## src/rtl/bcs_defs.svh

```systemverilog
`ifndef BCS_DEFS_SVH
`define BCS_DEFS_SVH
// Summary of operation
// - Per-CPU nonmaskable fast interrupt bits, reset zero
// - Per-CPU control coprocessor write block, reset zero
// - Per-CPU big-endian boot select, reset zero
// - Four global debug enables, reset to one
// - Per-CPU exception instruction state select, reset zero
// - Per-CPU high exception vectors at reset
// - Cluster number feeds affinity register bits 11:8
// - Alias select: 001 maps daughterboard memory low
// - Stream address is 12 bits, upper reads zero
// - Identity top byte gives fitted processor code when a tile can report, else the no-tile code
// - Identity low bits give tile ident or zero
// - Graphics tile word is lockable 32-bit read/write
// - Eight read/write oscillator reset-value registers
// - Power-on reset loads oscillator defaults
// - Push-button copies reset values to live settings
// - Test counters count oscillator ticks, reset zero
// - Eighth counter is clocked like the seventh
// - Payload write is sent to stream address
// - Payload read starts stream read, updates later

// Register byte addresses
`define BCS_A_PAYLOAD 32'h1000007c
`define BCS_A_SADDR 32'h10000080
`define BCS_A_PROCID 32'h10000084
`define BCS_A_GFX 32'h10000088
`define BCS_A_OSCR0 32'h1000008c
`define BCS_A_OSCR1 32'h10000090
`define BCS_A_OSCR2 32'h10000094
`define BCS_A_OSCR3 32'h10000098
`define BCS_A_OSCR4 32'h1000009c
`define BCS_A_OSCR5 32'h100000dc
`define BCS_A_OSCR6 32'h100000e0
`define BCS_A_OSCR7 32'h100000f0
`define BCS_A_CNT0 32'h100000c0
`define BCS_A_CNT1 32'h100000c4
`define BCS_A_CNT2 32'h100000c8
`define BCS_A_CNT3 32'h100000cc
`define BCS_A_CNT4 32'h100000d0
`define BCS_A_CNT5 32'h100000e4
`define BCS_A_CNT6 32'h100000e8
`define BCS_A_CNT7 32'h100000f4
// Field positions and reset values
`define BCS_SADDR_W 12
`define BCS_ALIAS_DB 3'h1
`define BCS_PAYLOAD_RST 32'h000f0000
`define BCS_OSC_RST 32'h00000000
// Arbitrary values, not tied to any real part
`define BCS_PROC_CODE 8'h5a
`define BCS_NO_TILE_CODE 8'h3c
`define BCS_GFX_RST 32'h00000000
`endif

```

## src/rtl/bcs_pkg.sv

```systemverilog
package bcs_pkg;
  // Payload field layout, msb first
  typedef struct packed {
    logic [2:0] fast_irq_nonmaskable_per_cpu;
    logic [3:0] sysctl_write_block_per_cpu;
    logic rsvd24;
    logic [3:0] boot_big_endian_per_cpu;
    logic secure_passive_debug_en;
    logic secure_active_debug_en;
    logic passive_debug_en;
    logic active_debug_en;
    logic [3:0] exception_instr_state_per_cpu;
    logic [3:0] high_vectors_per_cpu;
    logic [3:0] cluster_number;
    logic rsvd3;
    logic [2:0] alias_sel;
  } bcs_cfg_t;

  // Request toward the serial stream engine
  typedef struct packed {
    logic wr;
    logic rd;
    logic [11:0] stream_target_address;
    logic [31:0] data;
  } bcs_ser_req_t;

  typedef struct packed {
    logic ack;
    logic err;
    logic [31:0] dat;
    bcs_cfg_t payload;
    logic [11:0] saddr;
    logic [31:0] gfx;
    logic [7:0][31:0] oscr;
    logic [7:0][31:0] cnt;
    logic [7:0][31:0] live;
    logic live_ld;
    logic swr;
    logic srd;
    logic alias_db;
  } bcs_state_t;
endpackage

```

## src/rtl/bcs_regs.sv

```systemverilog
// Decided for this implementation: the Wishbone slave port.
`include "bcs_defs.svh"

module bcs_regs (
  input wire logic clk_i,
  input wire logic rst_i,
  input wire logic wb_cyc_i,
  input wire logic wb_stb_i,
  input wire logic wb_we_i,
  input wire logic [31:0] wb_adr_i,
  input wire logic [3:0] wb_sel_i,
  input wire logic [31:0] wb_dat_i,
  output logic [31:0] wb_dat_o,
  output logic wb_ack_o,
  output logic wb_err_o,
  input wire logic unlocked_i,
  input wire logic tile_supported_i,
  input wire logic [23:0] tile_ident_i,
  input wire logic pb_reset_i,
  input wire logic [7:0] osc_tick_i,
  input wire logic [31:0] ser_rdata_i,
  input wire logic ser_rvalid_i,
  output bcs_pkg::bcs_ser_req_t ser_o,
  output bcs_pkg::bcs_cfg_t cfg_o,
  output logic alias_db_o,
  output logic [7:0][31:0] osc_live_o,
  output logic osc_load_o
);

  bcs_pkg::bcs_state_t s;
  bcs_pkg::bcs_state_t n;
  logic req;
  logic wr_ok;
  logic [31:0] wmask;

  // Byte-lane merge of a write into a stored word
  function automatic logic [31:0] merge(
    input logic [31:0] old,
    input logic [31:0] val,
    input logic [3:0] sel
  );
    logic [31:0] r;
    r = old;
    for (int b = 0; b < 4; b++) begin
      if (sel[b]) begin
        r[8*b +: 8] = val[8*b +: 8];
      end
    end
    return r;
  endfunction

  // Oscillator reset-value slot, 4'hf when no match
  function automatic logic [3:0] oscr_idx(input logic [31:0] a);
    unique case (a)
      `BCS_A_OSCR0: oscr_idx = 4'h0;
      `BCS_A_OSCR1: oscr_idx = 4'h1;
      `BCS_A_OSCR2: oscr_idx = 4'h2;
      `BCS_A_OSCR3: oscr_idx = 4'h3;
      `BCS_A_OSCR4: oscr_idx = 4'h4;
      `BCS_A_OSCR5: oscr_idx = 4'h5;
      `BCS_A_OSCR6: oscr_idx = 4'h6;
      `BCS_A_OSCR7: oscr_idx = 4'h7;
      default: oscr_idx = 4'hf;
    endcase
  endfunction

  // Test counter slot, 4'hf when no match
  function automatic logic [3:0] cnt_idx(input logic [31:0] a);
    unique case (a)
      `BCS_A_CNT0: cnt_idx = 4'h0;
      `BCS_A_CNT1: cnt_idx = 4'h1;
      `BCS_A_CNT2: cnt_idx = 4'h2;
      `BCS_A_CNT3: cnt_idx = 4'h3;
      `BCS_A_CNT4: cnt_idx = 4'h4;
      `BCS_A_CNT5: cnt_idx = 4'h5;
      `BCS_A_CNT6: cnt_idx = 4'h6;
      `BCS_A_CNT7: cnt_idx = 4'h7;
      default: cnt_idx = 4'hf;
    endcase
  endfunction

  // New request: the answer flop gates it so one access gets one ack
  assign req = wb_cyc_i & wb_stb_i & ~s.ack & ~s.err;
  assign wr_ok = req & wb_we_i & unlocked_i;
  assign wmask = wb_dat_i;

  // Next state of the whole bank
  always_comb begin
    logic [3:0] oi;
    logic [3:0] ci;
    oi = oscr_idx(wb_adr_i);
    ci = cnt_idx(wb_adr_i);
    n = s;
    n.ack = 1'b0;
    n.err = 1'b0;
    n.swr = 1'b0;
    n.srd = 1'b0;
    n.live_ld = 1'b0;
    // Counter 7 has no oscillator of its own; it follows source 6
    for (int i = 0; i < 8; i++) begin
      if (osc_tick_i[(i == 7) ? 6 : i]) begin
        n.cnt[i] = s.cnt[i] + 32'h1;
      end
    end
    // Stream read data lands after the read that asked for it
    if (ser_rvalid_i) begin
      n.payload = ser_rdata_i;
    end
    if (req) begin
      n.ack = 1'b1;
      n.dat = 32'h0;
      if (wb_adr_i == `BCS_A_PAYLOAD) begin
        n.dat = s.payload;
        if (!wb_we_i) begin
          n.srd = 1'b1;
        end else if (wr_ok) begin
          n.payload = merge(s.payload, wmask, wb_sel_i);
          n.swr = 1'b1;
        end
      end else if (wb_adr_i == `BCS_A_SADDR) begin
        n.dat = {20'h0, s.saddr};
        if (wr_ok) begin
          n.saddr = merge({20'h0, s.saddr}, wmask, wb_sel_i)
            [`BCS_SADDR_W-1:0];
        end
      end else if (wb_adr_i == `BCS_A_PROCID) begin
        // Low bits only carry a tile ident when a tile can report one
        n.dat = tile_supported_i ?
          {`BCS_PROC_CODE, tile_ident_i} :
          {`BCS_NO_TILE_CODE, 24'h0};
      end else if (wb_adr_i == `BCS_A_GFX) begin
        n.dat = s.gfx;
        if (wr_ok) begin
          n.gfx = merge(s.gfx, wmask, wb_sel_i);
        end
      end else if (oi != 4'hf) begin
        n.dat = s.oscr[oi[2:0]];
        if (wr_ok) begin
          n.oscr[oi[2:0]] = merge(s.oscr[oi[2:0]], wmask, wb_sel_i);
        end
      end else if (ci != 4'hf) begin
        n.dat = s.cnt[ci[2:0]];
      end else begin
        n.ack = 1'b0;
        n.err = 1'b1;
      end
    end
    // Push-button: reload live settings, restart the test counters
    if (pb_reset_i) begin
      n.live = s.oscr;
      n.live_ld = 1'b1;
      n.cnt = '0;
    end
    n.alias_db = (n.payload.alias_sel == `BCS_ALIAS_DB);
  end

  // Power-on reset; the stream side keeps its own copy over soft resets
  always_ff @(posedge clk_i) begin
    if (rst_i) begin
      s <= '0;
      s.payload <= `BCS_PAYLOAD_RST;
      s.gfx <= `BCS_GFX_RST;
      s.oscr <= {8{`BCS_OSC_RST}};
      s.live <= {8{`BCS_OSC_RST}};
    end else begin
      s <= n;
    end
  end

  assign wb_ack_o = s.ack;
  assign wb_err_o = s.err;
  assign wb_dat_o = s.dat;
  assign cfg_o = s.payload;
  assign alias_db_o = s.alias_db;
  assign osc_live_o = s.live;
  assign osc_load_o = s.live_ld;
  // Stream address and data are the registers themselves
  assign ser_o.wr = s.swr;
  assign ser_o.rd = s.srd;
  assign ser_o.stream_target_address = s.saddr;
  assign ser_o.data = s.payload;
endmodule

```

## config.mk

```make
export PLATFORM = sky130hd
export DESIGN_NAME = bcs_regs
export DESIGN_NICKNAME = d
export VERILOG_FILES = /design/src/rtl/bcs_pkg.sv /design/src/rtl/bcs_regs.sv
export VERILOG_INCLUDE_DIRS = /design/src /design/src/rtl
export SDC_FILE = /design/constraint.sdc
export NUM_CORES = 2
export LEC_CHECK = 0
export ABC_CLOCK_PERIOD_IN_PS = 3900
export BUFFER_PORTS_ARGS = -buffer_cell sky130_fd_sc_hd__clkbuf_2
export CAP_MARGIN = 40
export CORE_ASPECT_RATIO = 1.2
export CORE_MARGIN = 1
export CORE_UTILIZATION = 45
export CTS_BUF_LIST = sky130_fd_sc_hd__clkbuf_4 sky130_fd_sc_hd__clkbuf_8
export DETAILED_ROUTE_END_ITERATION = 6
export GPL_TIMING_DRIVEN = 0
export PLACE_DENSITY = 0.62
export SETUP_SLACK_MARGIN = 0.1
export SYNTH_ARGS = -nofsm -noshare
export SYNTH_HDL_FRONTEND = slang
export SYNTH_SLANG_ARGS = --single-unit
```

## constraint.sdc

```tcl
create_clock -name clk_i -period 3.9 [get_ports clk_i]
set_input_delay 0.585 -clock clk_i [delete_from_list [all_inputs] [get_ports clk_i]]
set_output_delay 0.585 -clock clk_i [all_outputs]
set_load 0.005 [all_outputs]
```

# Yosys cells after proc, flatten, opt, wreduce, memory -nomap -nowiden
# Index checks and enable logic that the tools add are counted.
word_totals:
  register_bits: 882
  latchBits: 0
  mem_bits_rw: 0
  rom_bits: 0
  inputBits: 141
  memories: 0
op_classes:
  addsub: 8
  multipliers: 0
  div_mod_pow: 0
  n_lt_le_gt_ge: 3
  eq_ne: 27
  shifts: 0
  n_mux: 82
  bitwise_logic: 13
  reduce_logical: 13
op_table:
  columns: ["op", "count"]
  rows:
  - ["two-way mux 256 bit", 3]
  - ["== test 32 x 29 -> 1 bit, second input constant", 20]
  - ["two-way mux 288 bit", 2]
  - ["two-way mux 32 bit", 15]
  - ["two-way mux 332 bit", 1]
  - ["two-way mux 8 bit", 41]
  - ["two-way mux 300 bit", 1]
  - ["adder 32 x 1 -> 32 bit, second input constant", 8]
  - ["bitwise mux 256 bit", 1]
  - ["binary-select mux 32 bit (select 3 bit)", 2]
  - ["demux 32 bit (select 3 bit)", 1]
  - ["one-hot mux 4 bit (8 select lines)", 2]
  - ["AND reduction 7 bit", 5]
  - ["two-way mux 31 bit", 1]
  - ["two-way mux 12 bit", 2]
  - ["!= test 5 bit, second input constant", 4]
  - ["two-way mux 2 bit", 6]
  - ["AND reduction 5 bit", 2]
  - ["less-than comparator 3 x 4 -> 1 bit, second input constant", 2]
  - ["!= test 4 bit, second input constant", 2]
  - ["inverter 1 bit", 8]
  - ["OR reduction 7 bit", 1]
  - ["AND 1 bit", 5]
  - ["two-way mux 4 bit", 1]
  - ["7 further kinds", 10]

# Longest topological paths before layout
logic_depth:
  depth_word: 21
  depth_mapped: 13
  mapped_depth_nobuf: 10

# Worst setup path after synthesis
# OpenSTA, ideal clock, no wires.
synth_timing:
  path_kind: "input to register"
  startpoint: "input port wb_adr_i[29]"
  endpoint: "register s (netlist bit wb_dat_o[12])"
  setup_ns: 0.142
  arrival_ns: 2.760
  required_time_ns: 3.758
  setup_slack_ns: 0.998
  stages: 11
  cell_sequence: "nor4b_2 > nand4_2 > buf_6 > nor4_1 > buf_4 > mux2_2 > o21ai_0 > a21oi_1 > nor4_1 > and3_1 > a2111oi_2"
synth_via:
  elab_chain_cells: 10
synth_rtl:
  columns: ["item", "line", "source"]
  rows:
  - ["from (decl)", "bcs_regs.sv:10", "input wire logic [31:0] wb_adr_i,"]
  - ["== test 32 x 29 -> 1 bit", "bcs_regs.sv:69", "unique case (a)"]
  - ["one-hot mux 4 bit (8 select lines)", "bcs_regs.sv:69", null]
  - ["binary-select mux 32 bit (select 3 bit)", "bcs_regs.sv:142", "n.dat = s.cnt[ci[2:0]];"]
  - ["two-way mux 32 bit (not written as such)", "bcs_regs.sv:142", null]
  - ["two-way mux 32 bit", "bcs_regs.sv:141", "end else if (ci != 4'hf) begin"]
  - ["two-way mux 32 bit", "bcs_regs.sv:136", "end else if (oi != 4'hf) begin"]
  - ["two-way mux 32 bit", "bcs_regs.sv:131", "end else if (wb_adr_i == `BCS_A_GFX) begin"]
  - ["two-way mux 32 bit", "bcs_regs.sv:126", "end else if (wb_adr_i == `BCS_A_PROCID) begin"]
  - ["two-way mux 32 bit", "bcs_regs.sv:120", "end else if (wb_adr_i == `BCS_A_SADDR) begin"]
  - ["two-way mux 32 bit (*)", "bcs_regs.sv:112", "if (wb_adr_i == `BCS_A_PAYLOAD) begin"]
  - ["to (signal assigned)", "bcs_regs.sv:166", "s <= n;"]
  - ["to (decl)", "bcs_regs.sv:30", "bcs_pkg::bcs_state_t s;"]
# Mark *: on every way between the ends. The rest lies on a longest branch, timed or not. The select of a mux whose other input is x is not followed.
# A chain may end at the register's enable or synchronous reset.

==> flow_summary.toml <==
[run_status]
result_of_the_run = "finished with violations"
violations = "design-rule violations"

[die]
die_h_um = 337
design.die.area_um2 = 94600
placementRows = 122
start_util_pct = 45.5
floorplan.die.width_um = 281
core-area_um2 = 92400
io_pins = 511

[worst_hold_path]
hold-path-endpoint = "cfg_o[6]$_SDFFE_PP0P_"
holdPathStages = 3
worst_hold_path_type = "input pin to register"
hold_path_startpoint = "ser_rdata_i[6]"

[sta]
finalHoldViolCount = 0
fin_tns_setup_ns = 0
grt_setup_unrepaired = "true"
clock.fmax_ghz = 0.257
final_number_of_setup_violating_endpoints = 0
worst_setup_skew_after_layout_ns = 0.0258
timing.final.crit_period_ns = 3.90
fin_max_slew_vios = 0
tightestPinTransition_ns = 1.05
post-route-period-util_pct = 99.9
worst_slew_margin_rel_pct = 29.5
hold_slack_ns = 0.0363

[grt]
grt_first_pass_wirelength_um = 262000
total_grt_overflow = 0
global_route.usage.total_pct = 38.6
largest_net_degree_at_the_start_of_global_routing = 17
first_global_vias = 36851
antenna_violations_before_repair = 15

[logic_synthesis]
synth_seq_cells = 882
syn-num-nets = 5175
syn_inst = 5026
library_cells_used_by_synthesis = 89
postSynth.asyncResetShare_pct = 0
netlist_top_cells_area = "sky130_fd_sc_hd__dfxtp_1 42%, sky130_fd_sc_hd__mux2i_1 9.1%, sky130_fd_sc_hd__buf_4 6.8%"
synth_largest_area_cell = "sky130_fd_sc_hd__dfxtp_1"
synthDominantCellAreaShare_pct = 42.0
synth.avg_cell_area_um2 = 8.36
dominantRegCellSynth = "sky130_fd_sc_hd__dfxtp_1"
synth.yosys.warnings = 0
synth-seq-area-share_pct = 42.0
synth_enable_flop_cells = 0
netlist_area_before_placement_um2 = 42000

[power_and_ir_drop]
powerDensity_nw_per_um2 = 380
fraction_of_power_consumed_by_combinational_cells_pct = 6.3
netSwitchingPower_uw = 4790
p_int_uw = 14100
power.clock.fraction_pct = 45.2
max-vdd-ir-drop_uv = 302
switching_share_pct = 25.4
p_leak_uw = 0.0202
seq_power_share_pct = 48.4

[setup_path]
cp_common_cell = "sky130_fd_sc_hd__buf_2"
largest_incremental_delay_on_the_critical_path_ns = 0.87
crit-reg2reg-launch = "wb_ack_o$_SDFF_PP0_"
cp_num_cells = 14
crit_arrival_ns = 4.65
cp-start-kind = "input pin"
worst_path_max_delay_cell = "sky130_fd_sc_hd__a2bb2oi_1"
timing.setup.critical_path_class = "input pin to register"
regToRegEndpoint = "cfg_o[14]$_SDFFE_PP0P_"
path_cells = "clkbuf_2 -> buf_2 -> nor2b_1 -> and3_1 -> clkbuf_1 -> nor2_4 -> buf_2 -> mux2i_1 -> a2bb2oi_1 -> a21oi_1 -> inv_1 -> o21ai_1 -> buf_6 -> o21ai_0"
worst-endpoint-required_ns = 4.65
cpLargestDelayFamily = "compound AO/OA/AOI/OAI gates"
critical_path.max_fanout = 10
critPathCaptureType = "register"
timing.reg2reg.worst_path_depth = 10
worst-r2r-setup-slack_ns = 0.22
path_buf_inv = 6

[run]
max-cap-violations = 0

[place]
globalplace.congestion = 1.08
io_buffer_count = 505
dp_hpwl_um = 146000

[routing]
wl_per_cell_um = 26.4
detailedRoute.firstIterationViolations = 4861
post_route_ant_nets = 0
detail_route.first_pass.iterations = 7
wl_um = 187000
drc = 6
via_count = 40392
routed_via_density = 5.70

[finish]
mostFrequentLayoutCells = "882 x sky130_fd_sc_hd__dfxtp_1, 721 x sky130_fd_sc_hd__nor2_1, 692 x sky130_fd_sc_hd__nand2_1, 507 x sky130_fd_sc_hd__clkbuf_2, 391 x sky130_fd_sc_hd__buf_4"
nNetsFinal = 5888
layout.cells.most_common = "sky130_fd_sc_hd__dfxtp_1"
area_growth_pct = 18.3
finalCoreUtilization_pct = 53.8
drive_gt1_share_pct = 22.6

[clocking]
cts_inserted_buffers = 146
htreeDepth = 4
root_buffer = "sky130_fd_sc_hd__clkbuf_8"
cts_max_path_buffers = 3
clk_latency_ns = 0.84
cts_sinks = 882
clkTransAtPathRegs_ns = 0.06
cts_tree = "yes"
power groups by stage:
stage	clock, uW	combinational (uW)	sequential [uW]
after floorplan	0	603	9290
after global placement	0	1100	9340
after detailed placement	0	1130	9340
after CTS	8590	1150	9150
after global routing	8960	1230	9150
final	8550	1190	9150
layout make-up:
| class | instances | area (um^2) |
|---|---|---|
| Timing Repair Buffer | 565 | 3100 |
| Clock inverter | 19 | 129 |
| Antenna cell | 10 | 25.0 |
| Tap cell | 1240 | 1550 |
| Fill cell | 8934 | 42600 |
| Buffer | 654 | 3980 |
| Clock buffer | 228 | 2850 |
| Sequential cell | 882 | 17700 |
| Multi-Input combinational cell | 3449 | 20300 |
| Inverter | 41 | 154 |
logic make-up after synthesis:
group	count (synthesis)	share of synthesized area [%]
simple gates	2014	21.9
flops	882	42.0
compound gates	815	12.0
buf+inv	695	9.82
mux	395	9.45
xor+xnor	217	4.52
fa+ha+maj	8	0.238
worst min-delay path, cell delays in order:
cell and delay, ns:
sky130_fd_sc_hd__clkbuf_2 0.09, sky130_fd_sc_hd__nor2_1 0.10, sky130_fd_sc_hd__nor4_1 0.06
through the flow:
stage	total power, uW	setup slack, ns	instance area [um^2]	cells
detailed placement	10500	-0.813	46400	6805
global placement	10400	-1.53	46100	6771
global route	19300	0.0764	49700	7084
floorplan	9890	0.998	42000	5026
CTS	18900	0.123	49600	7069
finish	18900	0.00445	49700	7088
Yosys cell counts, types with 30 or more instances:
master,instances
sky130_fd_sc_hd__nor2_1,722
sky130_fd_sc_hd__nand3_1,143
sky130_fd_sc_hd__xor2_1,167
sky130_fd_sc_hd__nand3b_1,100
sky130_fd_sc_hd__o21ai_1,88
sky130_fd_sc_hd__and3_1,80
sky130_fd_sc_hd__xnor2_1,50
sky130_fd_sc_hd__clkbuf_1,194
sky130_fd_sc_hd__dfxtp_1,882
sky130_fd_sc_hd__nand2_1,693
sky130_fd_sc_hd__nand4_1,44
sky130_fd_sc_hd__a211oi_1,42
sky130_fd_sc_hd__buf_1,30
sky130_fd_sc_hd__or3_1,42
sky130_fd_sc_hd__buf_2,44
sky130_fd_sc_hd__o21ai_0,119
sky130_fd_sc_hd__mux2i_1,381
sky130_fd_sc_hd__buf_4,380
sky130_fd_sc_hd__o22ai_1,53
sky130_fd_sc_hd__nor3_1,56
sky130_fd_sc_hd__inv_1,40
sky130_fd_sc_hd__a21oi_1,312
layer usage:
layer  GRT usage [%]  up-vias  wire length [um]
li1                -    18343                 -
met4            27.5       10             15300
met2            60.3     2351             82500
met5               0        -                63
met3            7.34      518             17500
met1            47.6    19170             71600
what timing repair did:
item | CTS | global route
resized for setup | 2 | 12
pin swaps | 1 | 4
setup buffers | 0 | 8
endpoints found under the hold margin | 16 | 0
setup endpoints to repair | 15 | 72
hold buffers | 17 | 0
worst max-delay path by stage:
stage | from | end | slack [ns]
after global placement | wb_adr_i[3] | register | -1.53
after floorplan | wb_adr_i[29] | wb_dat_o[12]$_SDFFE_PP0P_ | 1.0
after CTS | wb_adr_i[13] | register | 0.12
final | wb_adr_i[2] | register | 0.004
after global routing | wb_adr_i[21] | register | 0.08
after detailed placement | wb_adr_i[2] | register | -0.81
Note: power is estimated with default switching activity, not from simulation.
